## src/core/bus488_pkg.sv

```systemverilog
// Purpose: Shared constants and carrier types for the instrument-bus controller.
// Assumes: All bus lines ground-true; open-collector wiring resolved outside.
// Notes:   Pin groups travel as packed structs; enables are low while driving.
package bus488_pkg;

    // =====================================================================
    // Bus geometry
    // =====================================================================
    localparam int DATA_W     = 8;   // Data lines
    localparam int HSK_LINES  = 3;   // Handshake lines
    localparam int MGMT_LINES = 5;   // Management lines
    localparam int CMD_W      = 7;   // Command characters are seven bits

    // =====================================================================
    // Timing
    // =====================================================================
    localparam int CLK_PERIOD_NS = 8;    // mclk period
    localparam int SETTLE_NS     = 500;  // Data settle before valid is asserted
    localparam int SETTLE_CYC    = (SETTLE_NS + CLK_PERIOD_NS - 1) / CLK_PERIOD_NS;
    localparam int IFC_NS        = 100000; // Interface-clear pulse width
    localparam int IFC_CYC       = IFC_NS / CLK_PERIOD_NS;
    localparam int SYNC_STAGES   = 2;

    // =====================================================================
    // Carriers
    // =====================================================================
    // Handshake and management levels, true = asserted (already inverted)
    typedef struct packed {
        logic dav;
        logic nrfd;
        logic ndac;
        logic atn;
        logic ifc;
        logic ren;
        logic eoi;
        logic srq;
    } lines_t;

    // Pin input sample as seen on wires (low = asserted)
    typedef struct packed {
        logic [DATA_W-1:0] data_n;
        lines_t            ctl_n;
    } pins_t;

    // Controller states
    typedef enum logic [6:0] {
        ST_IDLE   = 7'h01,
        ST_WAITRF = 7'h02,
        ST_SETTLE = 7'h04,
        ST_WAITAC = 7'h08,
        ST_LREADY = 7'h10,
        ST_LHOLD  = 7'h20,
        ST_LWAITD = 7'h40
    } state_t;

endpackage

```

## src/core/line_sync.sv

```systemverilog
// Purpose: Two-flop synchroniser for a vector of bus lines.
// Assumes: Asynchronous bus inputs, single local clock.
// Notes:   First stage is read only by the second stage.
`timescale 1ns/1ps
module line_sync
    import bus488_pkg::*;
#(
    parameter int W = 16
)
(
    // Clock and reset
    input  wire logic         mclk,
    input  wire logic         rstn,
    // Lines
    input  wire logic [W-1:0] d_in,
    output logic      [W-1:0] q_out
);
    typedef struct packed {
        logic [W-1:0] s1;
        logic [W-1:0] s2;
    } sync_st_t;

    sync_st_t st_r;    // Registered state
    sync_st_t st_nxt;  // Next state

    // =====================================================================
    // Stages
    // =====================================================================
    // Idle bus floats high, so reset to all ones
    always_comb
    begin
        st_nxt    = st_r;
        st_nxt.s1 = d_in;
        st_nxt.s2 = st_r.s1;
    end

    always_ff @(posedge mclk)
    begin
        if (!rstn)
            st_r <= '{s1: '1, s2: '1};
        else
            st_r <= st_nxt;
    end

    assign q_out = st_r.s2;
endmodule

```

## src/core/pulse_timer.sv

```systemverilog
// Purpose: Loadable down counter signalling when a delay has elapsed.
// Assumes: Start pulse reloads; done is a level while count is zero and start is low.
// Notes:   Used for data settling and interface-clear width.
`timescale 1ns/1ps
module pulse_timer
    import bus488_pkg::*;
#(
    parameter int W = 17
)
(
    // Clock and reset
    input  wire logic         mclk,
    input  wire logic         rstn,
    // Control
    input  wire logic         start,
    input  wire logic [W-1:0] load,
    output logic              done
);
    typedef struct packed {
        logic [W-1:0] cnt;
    } tmr_st_t;

    tmr_st_t st_r;    // Registered count
    tmr_st_t st_nxt;  // Next count

    // =====================================================================
    // Counter
    // =====================================================================
    always_comb
    begin
        st_nxt = st_r;
        if (start)
            st_nxt.cnt = load;
        else if (st_r.cnt != '0)
            st_nxt.cnt = st_r.cnt - 1'b1;
    end

    always_ff @(posedge mclk)
    begin
        if (!rstn)
            st_r <= '0;
        else
            st_r <= st_nxt;
    end

    assign done = (st_r.cnt == '0) && !start;
endmodule

```

## src/core/bus488_ctrl.sv

```systemverilog
// Purpose: Host-side system controller, talker and listener for an 8-bit
//          ground-true instrument bus with three-wire handshake.
// Assumes: Outputs are open-collector: an enable low pulls the pin low.
// Notes:   User side is a byte stream with valid/ready; no registers.
`timescale 1ns/1ps

// Overview of operation
// - All lines ground-true, low means asserted
// - Handshake lines wired-OR, high when all release
// - Sixteen lines: eight data, three handshake, five management
// - Cycle starts valid released, listeners hold both
// - Ready listener releases not-ready-for-data
// - Talker waits ready, drives byte, asserts valid
// - Listener asserts not-ready on valid before capture
// - Listener releases not-accepted after capture
// - Talker releases valid and data together
// - Valid false, listeners reassert not-accepted
// - Nobody talks or listens until authorized
// - One system controller, active at power-up
// - Interface clear returns control to system controller
// - Control may pass on and back
// - Attention asserted means data lines carry commands
// - Interface clear aborts all bus activity
// - Commands are seven-bit characters
// - Talker marks final data byte with end line
// - Service request held until satisfied or cleared
// - Listener with remote enable goes remote
module bus488_ctrl
    import bus488_pkg::*;
#(
    parameter int IFC_CYCLES = IFC_CYC,    // Interface-clear width in cycles
    parameter bit SYS_CTRL   = 1'b1        // Strap: this end is system controller
)
(
    // Clock and reset
    input  wire logic              mclk,
    input  wire logic              rstn,
    // Bus pins: wire level in, open-drain enables out (low = pull low)
    input  wire pins_t             pin_in,
    output logic [DATA_W-1:0]      data_oe_n,
    output lines_t                 ctl_oe_n,
    // User transmit stream
    input  wire logic              tx_valid,
    input  wire logic [DATA_W-1:0] tx_byte,
    input  wire logic              tx_cmd,     // Send with attention (command)
    input  wire logic              tx_last,    // Mark data byte with end line
    output logic                   tx_ready,
    // User receive stream
    output logic                   rx_valid,
    output logic [DATA_W-1:0]      rx_byte,
    output logic                   rx_end,
    output logic                   rx_cmd,
    input  wire logic              rx_ready,
    // Role control
    input  wire logic              talk_en,    // Authorized to talk
    input  wire logic              listen_en,  // Authorized to listen
    input  wire logic              ifc_req,    // Pulse: issue interface clear
    input  wire logic              ren_set,    // Level: drive remote enable while active controller
    input  wire logic              pass_ctl,   // Pulse: give up active control while in ST_IDLE
    input  wire logic              take_ctl,   // Pulse: control passed to us
    input  wire logic              srq_req,    // Level: request service
    // Status
    output logic                   active_ctl,
    output logic                   srq_seen,
    output logic                   remote,
    output logic                   ifc_busy
);

    // =====================================================================
    // State
    // =====================================================================
    typedef struct packed {
        state_t            st;
        logic [DATA_W-1:0] dout;     // Byte driven on data lines
        logic              drv_data; // Data lines driven
        logic              dav;      // Valid asserted
        logic              nrfd;     // Not-ready asserted
        logic              ndac;     // Not-accepted asserted
        logic              atn;
        logic              eoi;
        logic              ifc;
        logic              ren;
        logic              srq;
        logic              ac;       // Active controller
        logic              rxv;
        logic [DATA_W-1:0] rxb;
        logic              rxe;
        logic              rxc;
        logic              rmt;
    } ctl_st_t;

    ctl_st_t st_r;    // Registered state
    ctl_st_t st_nxt;  // Next state

    // Synchronised bus view, wire level
    logic [DATA_W+8-1:0] sync_q;
    logic [DATA_W-1:0]   bus_data;  // True-level data
    lines_t              bus;       // True-level lines

    logic tmr_start;                // Reload timer
    logic [16:0] tmr_load;          // Reload value
    logic tmr_done;                 // Delay elapsed

    // Every bus input synchronised before use
    line_sync #(.W(DATA_W + 8)) u_sync (
        .mclk  (mclk),
        .rstn  (rstn),
        .d_in  (pin_in),
        .q_out (sync_q)
    );

    // Invert to true level: low wire = asserted
    assign bus_data = ~sync_q[DATA_W+8-1:8];
    assign bus      = ~sync_q[7:0];

    pulse_timer #(.W(17)) u_tmr (
        .mclk  (mclk),
        .rstn  (rstn),
        .start (tmr_start),
        .load  (tmr_load),
        .done  (tmr_done)
    );

    // =====================================================================
    // Next-state logic
    // =====================================================================
    always_comb
    begin
        st_nxt    = st_r;
        tmr_start = 1'b0;
        tmr_load  = 17'(SETTLE_CYC);
        st_nxt.ren = st_r.ac && ren_set;
        st_nxt.srq = srq_req && !bus.ifc;
        // Control handover both ways
        if (pass_ctl && st_r.ac && st_r.st == ST_IDLE)
            st_nxt.ac = 1'b0;
        else if (take_ctl)
            st_nxt.ac = 1'b1;
        // Remote mode when addressed to listen with remote enable
        if (bus.ifc)
            st_nxt.rmt = 1'b0;
        else if (listen_en && bus.ren)
            st_nxt.rmt = 1'b1;
        else if (!bus.ren)
            st_nxt.rmt = 1'b0;
        // Receive byte taken by user
        if (st_r.rxv && rx_ready)
            st_nxt.rxv = 1'b0;

        // Interface clear: only system controller drives it
        if (SYS_CTRL && ifc_req && !st_r.ifc)
        begin
            st_nxt.ifc = 1'b1;
            tmr_start  = 1'b1;
            tmr_load   = 17'(IFC_CYCLES);
        end
        else if (st_r.ifc && tmr_done)
            st_nxt.ifc = 1'b0;

        if (st_r.ifc || bus.ifc)
        begin
            // Abort everything, back to starting levels
            st_nxt.st       = ST_IDLE;
            st_nxt.dav      = 1'b0;
            st_nxt.drv_data = 1'b0;
            st_nxt.nrfd     = 1'b0;
            st_nxt.ndac     = 1'b0;
            st_nxt.atn      = 1'b0;
            st_nxt.eoi      = 1'b0;
            st_nxt.ac       = SYS_CTRL;
        end
        else
        begin
            case (st_r.st)
                ST_IDLE:
                begin
                    st_nxt.dav      = 1'b0;
                    st_nxt.drv_data = 1'b0;
                    st_nxt.nrfd     = 1'b0;
                    st_nxt.ndac     = 1'b0;
                    // Talk only if authorized; never listen meanwhile
                    if (tx_valid && ((tx_cmd && st_r.ac) || (!tx_cmd && talk_en)))
                    begin
                        st_nxt.atn = tx_cmd;
                        st_nxt.st  = ST_WAITRF;
                    end
                    else if (listen_en && !talk_en)
                    begin
                        // Listener starts holding both lines
                        st_nxt.nrfd = 1'b1;
                        st_nxt.ndac = 1'b1;
                        st_nxt.st   = ST_LREADY;
                    end
                end
                ST_WAITRF:
                begin
                    // Wait until every listener released not-ready
                    if (!bus.nrfd && !bus.dav)
                    begin
                        st_nxt.dout     = tx_cmd ? {1'b0, tx_byte[CMD_W-1:0]} : tx_byte;
                        st_nxt.eoi      = tx_last && !tx_cmd;
                        st_nxt.drv_data = 1'b1;
                        tmr_start       = 1'b1;
                        st_nxt.st       = ST_SETTLE;
                    end
                end
                ST_SETTLE:
                begin
                    // Byte settled; assert valid after data
                    if (tmr_done)
                    begin
                        st_nxt.dav = 1'b1;
                        st_nxt.st  = ST_WAITAC;
                    end
                end
                ST_WAITAC:
                begin
                    // Accepted by all: drop valid and data together
                    if (!bus.ndac)
                    begin
                        st_nxt.dav      = 1'b0;
                        st_nxt.drv_data = 1'b0;
                        st_nxt.eoi      = 1'b0;
                        st_nxt.atn      = 1'b0;
                        st_nxt.st       = ST_IDLE;
                    end
                end
                ST_LREADY:
                begin
                    // Release not-ready once room for a byte
                    if (!listen_en)
                        st_nxt.st = ST_IDLE;
                    else if (!st_r.rxv)
                        st_nxt.nrfd = 1'b0;
                    if (bus.dav && !st_r.nrfd)
                    begin
                        st_nxt.nrfd = 1'b1;
                        st_nxt.st   = ST_LHOLD;
                    end
                end
                ST_LHOLD:
                begin
                    // Capture, then release not-accepted
                    st_nxt.rxv  = 1'b1;
                    st_nxt.rxb  = bus_data;
                    st_nxt.rxe  = bus.eoi && !bus.atn;
                    st_nxt.rxc  = bus.atn;
                    st_nxt.ndac = 1'b0;
                    st_nxt.st   = ST_LWAITD;
                end
                ST_LWAITD:
                begin
                    // Valid gone: reassert not-accepted
                    if (!bus.dav)
                    begin
                        st_nxt.ndac = 1'b1;
                        st_nxt.st   = ST_LREADY;
                    end
                end
                default:
                    st_nxt.st = ST_IDLE;
            endcase
        end
    end

    always_ff @(posedge mclk)
    begin
        if (!rstn)
        begin
            st_r    <= '0;
            st_r.st <= ST_IDLE;
            st_r.ac <= SYS_CTRL;
        end
        else
            st_r <= st_nxt;
    end

    // =====================================================================
    // Outputs: open-drain enables, low pulls the line low
    // =====================================================================
    assign data_oe_n     = st_r.drv_data ? ~st_r.dout : '1;
    assign ctl_oe_n.dav  = ~st_r.dav;
    assign ctl_oe_n.nrfd = ~st_r.nrfd;
    assign ctl_oe_n.ndac = ~st_r.ndac;
    assign ctl_oe_n.atn  = ~st_r.atn;
    assign ctl_oe_n.ifc  = ~st_r.ifc;
    assign ctl_oe_n.ren  = ~st_r.ren;
    assign ctl_oe_n.eoi  = ~st_r.eoi;
    assign ctl_oe_n.srq  = ~st_r.srq;

    assign tx_ready   = (st_r.st == ST_WAITAC) && !bus.ndac && !st_r.ifc && !bus.ifc;
    assign rx_valid   = st_r.rxv;
    assign rx_byte    = st_r.rxb;
    assign rx_end     = st_r.rxe;
    assign rx_cmd     = st_r.rxc;
    assign active_ctl = st_r.ac;
    assign srq_seen   = bus.srq;
    assign remote     = st_r.rmt;
    assign ifc_busy   = st_r.ifc;
endmodule

```

## config.mk

```make
export PLATFORM = sky130hd
export DESIGN_NAME = bus488_ctrl
export DESIGN_NICKNAME = d
export VERILOG_FILES = /design/src/core/bus488_pkg.sv /design/src/core/line_sync.sv /design/src/core/pulse_timer.sv /design/src/core/bus488_ctrl.sv
export SDC_FILE = /design/constraint.sdc
export NUM_CORES = 1
export LEC_CHECK = 0
export BUFFER_PORTS_ARGS = -buffer_cell sky130_fd_sc_hd__buf_2
export CAP_MARGIN = 20
export CORE_MARGIN = 2
export CORE_UTILIZATION = 49
export DETAILED_ROUTE_END_ITERATION = 10
export PLACE_DENSITY = 0.84
export RECOVER_POWER = 50
export SLEW_MARGIN = 15
export SYNTH_ARGS = -nofsm -noshare
export SYNTH_HDL_FRONTEND = slang
export SYNTH_SLANG_ARGS = --single-unit
```

## constraint.sdc

```tcl
create_clock -name mclk -period 1.9 [get_ports mclk]
set_input_delay 0.095 -clock mclk [delete_from_list [all_inputs] [get_ports mclk]]
set_output_delay 0.095 -clock mclk [all_outputs]
set_load 0.05 [all_outputs]
```

==> summary.txt <==
Run status
  – Outcome: finished, final reports clean

Yosys
  – Mux contribution to synthesized area: 1.03%
  – Synth Area in XOR/XNOR: 3.72%
  – Register area share after synthesis: 48.8%
  – Mapped Avg Cell Area: 9.17 um^2
  – Synthesized Nets: 424
  – Main combinational cell family by area after synthesis: simple AND/OR/NAND/NOR gates
  – Cell variety after synth: 56
  – Asr flop ratio synth: 0%
  – Synth warn: 0
  – Synth Area in Compound Gates: 13.4%
  – FF+latch count, synth: 86
  – EDFF count, synth: 0
  – Post-Synthesis Cells: 385
  – Post-synthesis adder-cell area fraction: 0.709%
  – Top_reg_cell synth: dfxtp_1
  – Simple-gate share of the synthesized area: 27.0%
  – Mapped Area: 3530 um^2

Floorplan
  – Die W: 88.9 um
  – Initial Util: 51.4%
  – Core area: 6870 um^2
  – Die height: 88.9 um
  – Area of the die: 7900 um^2
  – I/O pin total: 69
  – Row cnt: 30

Clocking
  – H-tree depth: 3
  – TritonCTS Buffers: 9
  – Clock Latency Late Sink: 0.36 ns
  – CTS tree: done
  – Clock tree buffer depth: 2
  – Clk slew on worst S/H paths: 0.09 ns
  – Clock Root Buffer: clkbuf_8
  – Sink Count: 86

Min path
  – Worst Hold Class: in2reg

Cells and area
  – Fillcell total: 519
  – P&R area growth vs syn: 31.8%
  – Diode count: 0
  – Nets: 531
  – Non-Filler Instances: 593
  – Post-layout util: 67.7%
  – Layout cells sized above 1: 25.6%
  – Post-route cell area: 4650 um^2

GRT
  – Global-route wire length before repair: 14.2 mm
  – Overall Global Routing Usage: 23.5%
  – Initial antenna violation count: 0
  – GRT Residual Overflow: 0
  – Largest net degree at the start of global routing: 60
  – Number of global-route vias before repair: 3029

Routing
  – Post-DR vias/cell: 5.20
  – Initial DRC count: 104
  – Routed WL: 8.86 mm
  – Wire per inst: 14.9 um
  – Via count: 3081
  – Drt drc: 0
  – Antenna-violating nets left: 0
  – Drt pass-1 iters: 4

Critical path
  – CP peak stage delay: 0.57 ns
  – Worst Path Arrival: 2.19 ns
  – Worst path cell trace: or4_4 > nor4b_4 > buf_6 > nand4_4 > a211o_1 > nand2_1
  – Slowest cell on crit path: or4_4
  – Worst setup SP type: register
  – Worst Setup End Kind: register
  – WS Path Type: reg2reg
  – CP max FO: 5
  – Critical Path RT: 2.20 ns

Place
  – # port buffers: 68
  – Dpl ws: -0.0235 ns
  – Cell Area, Placed: 4040 um^2
  – RePlAce Congestion: 0.878
  – Dpl hpwl: 5.64 mm
  – DP Cell Count: 545

Timing
  – Hold slack final: 0.00866 ns
  – TNS Setup: 0 ns
  – Part of the cycle the worst path needs: 99.5%
  – Final Hold Viols: 0
  – Fmax: 529 MHz
  – Worst Tran Pin Value: 1.05 ns
  – Final Skew: 0.0118 ns
  – Final min period: 1.89 ns
  – RSZ-0062 raised after global routing: yes
  – Final WS setup: 0.00922 ns
  – Slew Limit Fails: 0
  – Final setup viols: 0
  – Slew headroom: 29.9%

Flow run
  – Max cap viols: 0

Pwr
  – Power, Total: 4.70 mW
  – Leakage: 1.97 nW
  – Worst vdd ir: 0.712 mV
  – Pwr per Cell Area: 1010 nW/um^2
[flip-flops by register name, indices dropped and copies added (netlist names)]
register       cells
active_ctl         1
ifc_busy           1
remote             1
rx_byte            8
rx_cmd             1
rx_end             1
rx_valid           1
st_r              23
u_sync.q_out      16
u_sync.st_nxt     16
u_tmr.st_r        17
[layout by cell type (no fill, tap or decap), types with 11 or more instances in the layout]
cell and count:
nand2_1 47, a21oi_1 16, dfxtp_1 78, clkbuf_1 20
nand2b_1 40, inv_1 14, nor2_1 20, dlygate4sd3_1 24
buf_2 48, buf_4 28, a21boi_0 11
[final cells by class]
class / instances / area (um^2) / share of cell area [%]
Clock inverter: 7 / 128 / 2.74
Tap cell: 96 / 120 / 2.58
Timing Repair Buffer: 123 / 790 / 17.0
Clock buffer: 9 / 124 / 2.66
Sequential cell: 86 / 1730 / 37.2
Multi-Input combinational cell: 258 / 1710 / 36.7
Inverter: 14 / 52.6 / 1.13
[where the power goes]
part	internal [mW]	switching (mW)
Combinational	0.523	0.557
Sequential	1.93	0.0973
Clock	0.894	0.706
Total	3.34	1.36
[Yosys cell counts, drive strengths merged, types with 2 or more instances]
master  instances  area (um^2)
a21boi         12         90.1
a211o           2         17.5
nor2b           6         37.5
nand3           9         45.0
o211a           9         90.1
buf            12         80.1
nor4b           5         73.8
a21oi          19         98.9
nor3           10         50.1
o211ai          2         15.0
o21ai          10         50.1
clkbuf         15         56.3
or4             2         18.8
xnor2          11         96.3
dfxtp          86         1720
or2             2         12.5
and2            3         18.8
mux2            2         26.3
and4b           2         20.0
nand2b         40          250
nand4           8         56.3
o21a            2         15.0
nor2           20         75.1
xor2            4         35.0
nor4            2         18.8
nand3b          4         30.0
inv            14         52.6
nand2          48          183
and3            5         31.3
ha              2         25.0
[cells by family after synthesis]
kind of cell	after synthesis
AOI/OAI and AO/OA	68
and+or+nand+nor	170
DFF	86
muxes	3
xor gates and xnor gates	15
adders and majority gates	2
buffers and inverters	41
[worst paths after layout]
kind	start	end	slack [ns]	cells past startpoint
max	u_tmr.st_r[11]	u_tmr.st_r[10]	0.009	6
min reg2reg	u_sync.q_out[2]	remote	0.39	1
min	ren_set	st_r[14]	0.009	2
max reg2reg	u_tmr.st_r[11]	u_tmr.st_r[10]	0.009	6
[what timing repair did]
| action | 4_1_cts | 5_1_grt |
|---|---|---|
| gates resized for setup | 9 | 19 |
| pin swaps | 1 | 4 |
| setup buffers | 1 | 6 |
| hold endpoints to repair | 24 | 0 |
| gates cloned | 1 | 0 |
| hold buffers | 24 | 0 |
| setup endpoints to repair | 13 | 15 |
[metal layers]
metal,track usage (%),vias to the layer above,wire length [um]
met1,27.3,1429,3700
li1,-,1520,-
met2,40.8,111,4400
met4,7.99,0,194
met3,7.28,21,567
met5,0,-,0
[worst max-delay path: cells and delay by family (launching register included)]
family                 cells  cell delay [ns]
buffers and inverters      1             0.18
AOI/OAI and AO/OA          1             0.31
and+or+nand+nor            4             1.03
DFF                        1             0.32
Note: power is estimated with default switching activity, not from simulation.
